File: src/inc/sar_adc_pkg.sv
// constants, encodings and field layout for the 8-bit converter control block
// ==========================================================================
package sar_adc_pkg;
  // ========================================================================
  // register map
  localparam logic [7:0] CFG_ADDR = 8'hBC;
  localparam logic [7:0] RESULT_ADDR = 8'hBE;
  localparam logic [7:0] CFG_RESET = 8'hF8;
  localparam logic [7:0] RESULT_RESET = 8'h00;
  localparam logic [7:0] UNMAPPED_READ = 8'h00;
  localparam int DIV_MSB = 7;
  localparam int DIV_LSB = 3;
  localparam int UNUSED_BIT = 2;
  localparam int GAIN_MSB = 1;
  localparam int GAIN_LSB = 0;
  // ========================================================================
  // gain codes
  localparam logic [1:0] GAIN_HALF = 2'h0;
  localparam logic [1:0] GAIN_ONE = 2'h1;
  localparam logic [1:0] GAIN_TWO = 2'h2;
  localparam logic [1:0] GAIN_FOUR = 2'h3;
  // ========================================================================
  // input choices: pins 0..7, then temperature and supply on the positive side,
  // ground on the negative side
  localparam logic [3:0] LAST_PIN = 4'h7;
  localparam logic [3:0] TEMP_CHOICE = 4'h8;
  localparam logic [3:0] SUPPLY_CHOICE = 4'h9;
  localparam logic [3:0] GROUND_CHOICE = 4'h8;
  // ========================================================================
  // conversion timing, in sar_clock periods
  localparam logic [3:0] CONV_CLOCKS = 4'hB;
  localparam logic [3:0] DATA_BITS = 4'h8;
  localparam logic [7:0] FIRST_TRIAL = 8'h80;
  typedef enum logic [0:0] {IDLE, CONVERT} conv_state_type;
endpackage

File: src/rtl/sar_adc_control.sv
// control logic of the 8-bit successive-approximation converter
`timescale 1ns/1ns
`default_nettype none
module sar_adc_control (
  // clock and reset
  input wire logic clk,
  input wire logic reset,
  // special function register port
  input wire logic [7:0] sfr_addr,
  input wire logic sfr_write,
  input wire logic sfr_read,
  input wire logic [7:0] sfr_wdata,
  output logic [7:0] sfr_rdata,
  // control levels and start strobe
  input wire logic converter_on,
  input wire logic start_convert,
  input wire logic diff_mode,
  input wire logic [3:0] pos_choice,
  input wire logic [3:0] neg_choice,
  input wire logic [7:0] window_low,
  input wire logic [7:0] window_high,
  // analog front end
  input wire logic comp_in,
  output logic analog_power,
  output logic track_hold,
  output logic [7:0] sar_code,
  output logic [3:0] pos_sel,
  output logic [3:0] neg_sel,
  output logic [1:0] amp_gain_select,
  output logic amp_diff,
  // status
  output logic busy,
  output logic conv_done,
  output logic window_hit
);
  // ========================================================================
  // state
  sar_adc_pkg::conv_state_type state;
  logic [7:0] configuration;
  logic [7:0] result;
  logic [4:0] div_count;
  logic [3:0] tick_count;
  logic comp_meta;
  logic comp_sync;
  logic sar_tick;
  logic start_ok;
  logic last_tick;
  logic [7:0] next_result;
  logic [4:0] divisor;

  // window test, signed when the result is two's complement
  function automatic logic in_window(input logic [7:0] v, input logic [7:0] lo,
                                     input logic [7:0] hi, input logic signed_cmp);
    if (signed_cmp) begin
      in_window = ($signed(v) >= $signed(lo)) && ($signed(v) <= $signed(hi));
    end else begin
      in_window = (v >= lo) && (v <= hi);
    end
  endfunction

  assign divisor = configuration[sar_adc_pkg::DIV_MSB:sar_adc_pkg::DIV_LSB];
  assign amp_gain_select = configuration[sar_adc_pkg::GAIN_MSB:sar_adc_pkg::GAIN_LSB];
  assign busy = (state == sar_adc_pkg::CONVERT);
  assign track_hold = busy;
  // ========================================================================
  // a start is refused outside idle, in shutdown, or for a choice out of range
  assign start_ok = start_convert && converter_on && !busy
                    && (pos_choice <= sar_adc_pkg::SUPPLY_CHOICE)
                    && (diff_mode ? (neg_choice <= sar_adc_pkg::GROUND_CHOICE) : 1'b1);
  assign sar_tick = busy && (div_count == divisor);
  assign last_tick = sar_tick && (tick_count == sar_adc_pkg::CONV_CLOCKS - 4'h1);
  // offset-binary code becomes two's complement by flipping the sign bit
  assign next_result = amp_diff ? {~sar_code[7], sar_code[6:0]} : sar_code;

  // comparator is asynchronous to clk, so it is synchronised first
  always_ff @(posedge clk) begin
    if (reset) begin
      comp_meta <= 1'b0;
      comp_sync <= 1'b0;
    end else begin
      comp_meta <= comp_in;
      comp_sync <= comp_meta;
    end
  end

  // power follows the enable; shutdown drops the analog side
  always_ff @(posedge clk) begin
    if (reset) begin
      analog_power <= 1'b0;
    end else begin
      analog_power <= converter_on;
    end
  end

  // configuration register; bit 2 is never stored
  always_ff @(posedge clk) begin
    if (reset) begin
      configuration <= sar_adc_pkg::CFG_RESET;
    end else if (sfr_write && sfr_addr == sar_adc_pkg::CFG_ADDR) begin
      configuration <= sfr_wdata & ~(8'h01 << sar_adc_pkg::UNUSED_BIT);
    end
  end

  // conversion sequencer
  always_ff @(posedge clk) begin
    if (reset) begin
      state <= sar_adc_pkg::IDLE;
    end else if (!converter_on) begin
      state <= sar_adc_pkg::IDLE;
    end else begin
      case (state)
        sar_adc_pkg::IDLE: begin
          if (start_ok) begin
            state <= sar_adc_pkg::CONVERT;
          end
        end
        sar_adc_pkg::CONVERT: begin
          if (last_tick) begin
            state <= sar_adc_pkg::IDLE;
          end
        end
        default: state <= sar_adc_pkg::IDLE;
      endcase
    end
  end

  // divider: one-cycle sar_tick every divisor+1 core clocks, held clear when idle
  always_ff @(posedge clk) begin
    if (reset || !busy || sar_tick) begin
      div_count <= 5'h00;
    end else begin
      div_count <= div_count + 5'h01;
    end
  end

  // sar_clock periods elapsed in this conversion
  always_ff @(posedge clk) begin
    if (reset || !busy) begin
      tick_count <= 4'h0;
    end else if (sar_tick) begin
      tick_count <= tick_count + 4'h1;
    end
  end

  // successive approximation: first eight periods decide one bit each, MSB first
  always_ff @(posedge clk) begin
    if (reset) begin
      sar_code <= 8'h00;
    end else if (start_ok) begin
      sar_code <= sar_adc_pkg::FIRST_TRIAL;
    end else if (sar_tick && tick_count < sar_adc_pkg::DATA_BITS) begin
      sar_code[3'(4'h7 - tick_count)] <= comp_sync;
      if (tick_count != 4'h7) begin
        sar_code[3'(4'h6 - tick_count)] <= 1'b1;
      end
    end
  end

  // input selection and mode are frozen for the whole conversion
  always_ff @(posedge clk) begin
    if (reset) begin
      pos_sel <= 4'h0;
      neg_sel <= sar_adc_pkg::GROUND_CHOICE;
      amp_diff <= 1'b0;
    end else if (start_ok) begin
      pos_sel <= pos_choice;
      neg_sel <= diff_mode ? neg_choice : sar_adc_pkg::GROUND_CHOICE;
      amp_diff <= diff_mode;
    end
  end

  // result register: a finishing conversion wins over a software write
  always_ff @(posedge clk) begin
    if (reset) begin
      result <= sar_adc_pkg::RESULT_RESET;
    end else if (last_tick) begin
      result <= next_result;
    end else if (sfr_write && sfr_addr == sar_adc_pkg::RESULT_ADDR) begin
      result <= sfr_wdata;
    end
  end

  // completion and window pulses, one cycle after the last period
  always_ff @(posedge clk) begin
    if (reset) begin
      conv_done <= 1'b0;
      window_hit <= 1'b0;
    end else begin
      conv_done <= last_tick;
      window_hit <= last_tick && in_window(next_result, window_low, window_high, amp_diff);
    end
  end

  // read data registered; unmapped addresses read zero
  always_ff @(posedge clk) begin
    if (reset) begin
      sfr_rdata <= 8'h00;
    end else if (sfr_read) begin
      if (sfr_addr == sar_adc_pkg::CFG_ADDR) begin
        sfr_rdata <= configuration;
      end else if (sfr_addr == sar_adc_pkg::RESULT_ADDR) begin
        sfr_rdata <= result;
      end else begin
        sfr_rdata <= sar_adc_pkg::UNMAPPED_READ;
      end
    end
  end

  // ========================================================================
  // checks
  logic [4:0] gap_count;
  logic [3:0] ticks_seen;
  logic had_tick;

  // cycles between sar_ticks and ticks per conversion, for the checks only
  always_ff @(posedge clk) begin
    if (reset || !busy) begin
      gap_count <= 5'h00;
      ticks_seen <= 4'h0;
      had_tick <= 1'b0;
    end else if (sar_tick) begin
      gap_count <= 5'h00;
      ticks_seen <= ticks_seen + 4'h1;
      had_tick <= 1'b1;
    end else begin
      gap_count <= gap_count + 5'h01;
    end
  end
endmodule
`default_nettype wire

File: config.mk
export PLATFORM = sky130hd
export DESIGN_NAME = sar_adc_control
export DESIGN_NICKNAME = d
export VERILOG_FILES = /design/src/inc/sar_adc_pkg.sv /design/src/rtl/sar_adc_control.sv
export SDC_FILE = /design/constraint.sdc
export NUM_CORES = 1
export LEC_CHECK = 0
export BUFFER_PORTS_ARGS = -buffer_cell sky130_fd_sc_hd__clkbuf_2
export CELL_PAD_IN_SITES_DETAIL_PLACEMENT = 2
export CELL_PAD_IN_SITES_GLOBAL_PLACEMENT = 2
export CORE_MARGIN = 1
export CORE_UTILIZATION = 30
export CTS_BUF_LIST = sky130_fd_sc_hd__clkbuf_8 sky130_fd_sc_hd__clkbuf_16
export CTS_CLUSTER_DIAMETER = 50
export DETAILED_ROUTE_END_ITERATION = 12
export PLACE_DENSITY_LB_ADDON = 0.1
export RECOVER_POWER = 25
export SLEW_MARGIN = 20
export SYNTH_ARGS = -nofsm -noshare
export SYNTH_HDL_FRONTEND = slang
export SYNTH_SLANG_ARGS = --single-unit
File: constraint.sdc
create_clock -name clk -period 2.55 [get_ports clk]
set_input_delay 0.255 -clock clk [delete_from_list [all_inputs] [get_ports clk]]
set_output_delay 0.255 -clock clk [all_outputs]
set_load 0.02 [all_outputs]
== After elaboration in Yosys (flattened, before gate mapping) ==
Index checks and enable logic that the tools add are counted.

* $add $sub $neg: 4
* Order comparisons: 11
* Equality and inequality tests: 5
* Mux-type cells: 20
* Bitwise operators: 4
* Reductions and logical operators: 21

{| class="wikitable"
|+ Operators with widths
! cell !! count
|-
| $mux W8 || 8
|-
| $eq A8 B8 Y1 const B || 2
|-
| $ge A8 B8 Y1 || 2
|-
| $le A8 B8 Y1 || 2
|-
| $logic_and A1 B1 Y1 || 14
|-
| $bwmux W8 || 1
|-
| $le A4 B4 Y1 const B || 2
|-
| $lt A3 B4 Y1 const B || 2
|-
| $or A8 B8 Y8 || 1
|-
| $mux W1 || 7
|-
| $demux W1 S3 || 2
|-
| $ge A3 B1 Y1 const B || 2
|-
| $sub A3 B3 Y3 const A || 2
|-
| $add A5 B1 Y5 const B || 1
|-
| $eq A5 B5 Y1 || 1
|-
| $add A4 B1 Y4 const B || 1
|-
| $eq A4 B4 Y1 const B || 1
|-
| $lt A4 B4 Y1 const B || 1
|-
| $mux W4 || 1
|-
| $ne A4 B3 Y1 const B || 1
|-
| $reduce_bool A2 Y1 || 2
|-
| $reduce_or A2 Y1 || 2
|-
| $not A1 Y1 || 3
|-
| $logic_or A1 B1 Y1 || 2
|-
| other kinds (2) || 2
|}

* Register bits: 55
* Input bits: 48
* Output and inout port bits: 32
* Logic and storage cells: 81

== Logic depth before layout (Yosys ltp) ==
* Depth in word-level cells: 10
* Depth in mapped cells: 8
* Gate-level depth less buffers: 7

== Worst setup path before layout ==
OpenSTA, ideal clock, no wires.

* Path kind: register to register
* Start point: reg state, in the netlist busy
* End point: reg result[7]
* Library setup time: 134 ps
* Arrival: 1510 ps
* Data required time: 2416 ps
* Path slack: 906 ps
* Stages on the path, launching flop included: 7
* Buffers on the path: 2
* Clock period less this slack: 1644 ps
* Cells stage by stage: dfxtp_1 nand4_2 or3_1 buf_6 buf_8 nor2_1 a211oi_2

* Longest elaborated chain between the ends: 3
* Elaborated cells on any way between the ends: 4
* Those cells by class: 1 x mux; 3 x reduce/logical

{| class="wikitable"
|+ Ends and longest elaborated chain
! what !! line !! source
|-
| start: declaration || sar_adc_control.sv:38 || <nowiki>sar_adc_pkg::conv_state_type state;</nowiki>
|-
| start signal: assignment || sar_adc_control.sv:107 || <nowiki>state <= sar_adc_pkg::IDLE;</nowiki>
|-
| start signal: assignment || sar_adc_control.sv:109 || <nowiki>state <= sar_adc_pkg::IDLE;</nowiki>
|-
| start signal: assignment || sar_adc_control.sv:114 || <nowiki>state <= sar_adc_pkg::CONVERT;</nowiki>
|-
| $logic_and A1 B1 Y1 (*) || sar_adc_control.sv:70 || <nowiki>assign sar_tick = busy && (div_count == divisor);</nowiki>
|-
| $logic_and A1 B1 Y1 (*) || sar_adc_control.sv:71 || <nowiki>assign last_tick = sar_tick && (tick_count == sar_adc_pkg::CONV_CLOCKS - 4'h1);</nowiki>
|-
| $mux W8 or $reduce_bool A2 Y1 (tied branches) || -- ||
|-
| end signal: assignment || sar_adc_control.sv:175 || <nowiki>result <= sar_adc_pkg::RESULT_RESET;</nowiki>
|-
| end signal: assignment || sar_adc_control.sv:177 || <nowiki>result <= next_result;</nowiki>
|-
| end signal: assignment || sar_adc_control.sv:179 || <nowiki>result <= sfr_wdata;</nowiki>
|-
| end: declaration || sar_adc_control.sv:40 || <nowiki>logic [7:0] result;</nowiki>
|}

Every way passes the cells marked *; elsewhere a longest branch is shown, timed or not.
A chain may end at the register's enable or synchronous reset.

== Final worst setup path ==
* Start point: reg tick_count[0]
* End point: reg sar_code[5]

* Longest elaborated chain between the ends: 8
* Elaborated cells on any way between the ends: 18
* Those cells by class: 2 x add/sub; 5 x order compare; 1 x eq/ne; 6 x mux; 1 x bitwise; 3 x reduce/logical

{| class="wikitable"
|+ Ends and longest elaborated chain
! what !! line !! source
|-
| start: declaration || sar_adc_control.sv:42 || <nowiki>logic [3:0] tick_count;</nowiki>
|-
| start signal: assignment || sar_adc_control.sv:141 || <nowiki>tick_count <= tick_count + 4'h1;</nowiki>
|-
| $sub A3 B3 Y3 || sar_adc_control.sv:152 || <nowiki>sar_code[3'(4'h7 - tick_count)] <= comp_sync;</nowiki>
|-
| $lt A3 B4 Y1 (not written as such) or $ge A3 B1 Y1 (tied branches) || sar_adc_control.sv:152 ||
|-
| $logic_and A1 B1 Y1 (not written as such) || sar_adc_control.sv:152 ||
|-
| $mux W1 (not written as such) || sar_adc_control.sv:152 ||
|-
| $demux W1 S3 || sar_adc_control.sv:152 ||
|-
| $bwmux W8 || sar_adc_control.sv:152 ||
|-
| $or A8 B8 Y8 (no source line) || -- ||
|-
| $mux W8 || sar_adc_control.sv:153 || <nowiki>if (tick_count != 4'h7) begin</nowiki>
|-
| end signal: assignment || sar_adc_control.sv:150 || <nowiki>sar_code <= sar_adc_pkg::FIRST_TRIAL;</nowiki>
|-
| end signal: indexed assignment || sar_adc_control.sv:152 ||
|-
| end: declaration || sar_adc_control.sv:26 || <nowiki>output logic [7:0] sar_code,</nowiki>
|}

Parallel ways exist; a longest one is shown, timed or not.

==> metrics list <==
- Number of DRC markers in iteration 0: 48
- Pin count of the biggest net entering global routing: 30
- Total of max-cap violations: 1
- CTS Buf Count: 5
* Congestion Overflow GR: 0
- Total power: 1544 uW
* Yosys warning count: 0
- Total wire length after detailed routing: 8126 um
- Once the clock tree was built, the setup fixing pass inserted 0 buffers.
* HPWL after detailed placement: 6458 um
* Violated checks: max-capacitance violations, max-slew violations
* Share of the cycle needed by the critical path after routing: 82.02%
- Top-area cell type share of the netlist area: 37.62%
* Total setup violations reported at the end of the flow: 0
* Reg clk slew, reported paths: 100 ps
* Setup TNS after final layout: 0 ps
- The H-tree was split into 2 levels.
- dfxtp_1 takes more of the synthesized area than any other cell.
- Pwr dens: 442.5 mW/mm^2
- Number of enable-type register cells in the synthesized netlist: 0
* Skew-Pair Late Insertion Delay: 310 ps
* Cts-stage hold buffer count: 0
* Area growth from synthesis to final layout: 19.20%
- Type of the worst setup path: reg2reg
- FF+latch area: 0.001101 mm^2
- Global routing used 16.83% of the available tracks across all layers.
- Count of cell types in the netlist: 54
- Summed over all cells, the static leakage comes to 0.001423 uW.
- After technology mapping, the gate count stands at 324.
- Achievable frequency: 0.4781 GHz
- Final routed DRC violation total: 0
* Launching element type of the critical path: flip-flop
- Worst ir drop on vdd: 0.2287 mV
- Outcome: finished with violations
* Sequential area share after synthesis: 37.62%
* Required time of the critical path: 2760 ps
- Maximum clock path buffer count: 2
- Clock root cell: clkbuf_8
* Initial core utilization: 31.37%
* Vias: 2604
* Fill count: 1092
- Async set or reset register ratio after synthesis: 0%
* Sinks on the clock net: 55
* Final routed wire length divided by cell count: 15.39 um
* Syn Std Cell Area: 0.002927 mm^2
- The tightest min-delay check is of the in2reg type.
- Synthesis produced a netlist with a net count of 391.
* Post-Route Hold Slack: 149.6 ps
- Setup repair after global routing left no endpoint under its margin.
- The number of max-slew violations in the final report is 30.
* Placement row count: 35
- At the pin with the least slew margin, the transition time is 1544 ps.
- Of all nets on the critical path, the largest fanout is 14.
- In this run the mean area of a mapped cell was 9.033 um^2.
* Port Buf Inserts: 79
- STA classifies the critical path endpoint as a flip-flop.
- Length of the first detailed-routing pass in iterations: 4
- CTS tree: yes
* Via density per instance: 4.932
* Synthesized flop and latch total: 55
- The final count of hold timing violations came to 0.
* Cell types with the largest area share after synthesis: dfxtp_1 38%, ha_1 8.1%, nor2_1 5.3%, mux2i_1 4.1%, a211oi_2 3.4%
- The via count of the first global-routing pass was 2774.
- Final antenna diode count: 0
- Number of nets in the layout: 466
* Ports placed on the boundary: 80
* Arrival time at the worst endpoint: 2300 ps
- Fraction of layout instances using a drive strength above 1: 23.56%
- For this run, the leading register cell type out of synthesis is dfxtp_1.
* Overall die area: 0.01015 mm^2
* Placer's final routability congestion estimate: 0.7720
- Most instantiated cells after synthesis: 55 x dfxtp_1, 41 x nor2_1, 23 x inv_1, 19 x ha_1, 16 x a21oi_1
- Antenna-violating nets left: 0
* Fin crit period: 2091 ps
* Core Area: 0.009328 mm^2
* Overall die width: 100.8 um
- The number of gates resized after CTS was 0.
- Wire length of the first global-routing pass: 13510 um
- Slew margin rel.: -2.914%
* Initial antenna violation count: 0
- Between clock sinks in the finished design, the worst skew comes to 18.25 ps.
* Combined area of the multi-input logic cells: 0.001639 mm^2
- Cell with the most instances after synthesis: dfxtp_1
* Vertical die dimension: 100.8 um
-- power by group --
part	internal [uW]	leakage (uW)	total (uW)	switching, uW
clock network	220	0.0000477	521	301
logic	64.1	0.000931	147	83.2
registers	867	0.000444	875	7.71
total	1150	0.00142	1540	392
-- layer usage --
layer	wire length, um	GRT usage, %
met2	3913	30.03
met1	3804	21.39
met4	56	2.676
met5	0	0
met3	352	3.121
-- path summary, 6_finish.rpt --
path | start | to | slack [ps] | cells past startpoint
worst max-delay path | tick_count[0] | sar_code[5] | 460 | 6
worst min-delay path | comp_in | comp_meta | 150 | 2
worst min register to register | comp_meta | comp_sync | 460 | 1
worst max register to register | tick_count[0] | sar_code[5] | 460 | 6
-- area by class of cell --
cell class,count,share of cell area [%]
Clock buffer,6,2.367
Clock inverter,1,0.2511
Inverter,24,2.582
Multi-Input combinational cell,229,46.99
Sequential cell,55,31.56
Tap cell,129,4.627
Timing Repair Buffer,84,11.62
-- critical path: stages, from the launching register on --
cell	delay, ps
dfxtp_1	620
inv_1	210
ha_1	450
nand2b_1	200
o21ai_0	170
a31oi_1	100
a311oi_1	240
-- cells by family after synthesis --
| family | count (synthesis) | synth area share (%) |
|---|---|---|
| XOR/XNOR | 13 | 3.891 |
| AND/OR/NAND/NOR | 103 | 17.79 |
| AO/OA/AOI/OAI | 75 | 19.41 |
| multiplexers | 19 | 6.798 |
| buffers and inverters | 40 | 6.370 |
| flip-flops | 55 | 37.62 |
| adder cells (fa/ha/maj) | 19 | 8.123 |
-- layout by cell type (no fill, tap or decap), types with 5 or more instances in the layout --
master     n
dfxtp_1   55
o21ai_0    7
mux2i_1   12
clkbuf_8   6
a22oi_1    7
nor3_1     8
nand3_1   10
a211o_1    6
clkbuf_2  60
xnor2_1   10
ha_1      19
nand2_1   12
nor2b_1   10
clkbuf_1  20
inv_1     23
mux2_2     7
a211oi_1   5
nor2_1    41
a21oi_1   16
a211oi_2   8
-- state kept, by name, summed over array words and instances (netlist names) --
| name | flops |
|---|---|
| sfr_rdata | 8 |
| comp_sync | 1 |
| window_hit | 1 |
| analog_power | 1 |
| amp_diff | 1 |
| pos_sel | 4 |
| busy | 1 |
| neg_sel | 4 |
| result | 8 |
| div_count | 5 |
| conv_done | 1 |
| comp_meta | 1 |
| sar_code | 8 |
| tick_count | 4 |
| configuration | 7 |
-- per-stage QoR --
stage | std cells | worst slack (ps) | instance area [um^2] | util [%]
2_1_floorplan | 324 | 905.7 | 2927 | -
3_3_place_gp | 521 | 561.8 | 3425 | 36.71
3_5_place_dp | 521 | 488.7 | 3425 | 36.71
4_1_cts | 528 | 462.2 | 3516 | 37.69
5_1_grt | 528 | 256.9 | 3488 | 37.40
6_report | 528 | 458.5 | 3488 | 37.40
(Power assumes the default switching activity.)
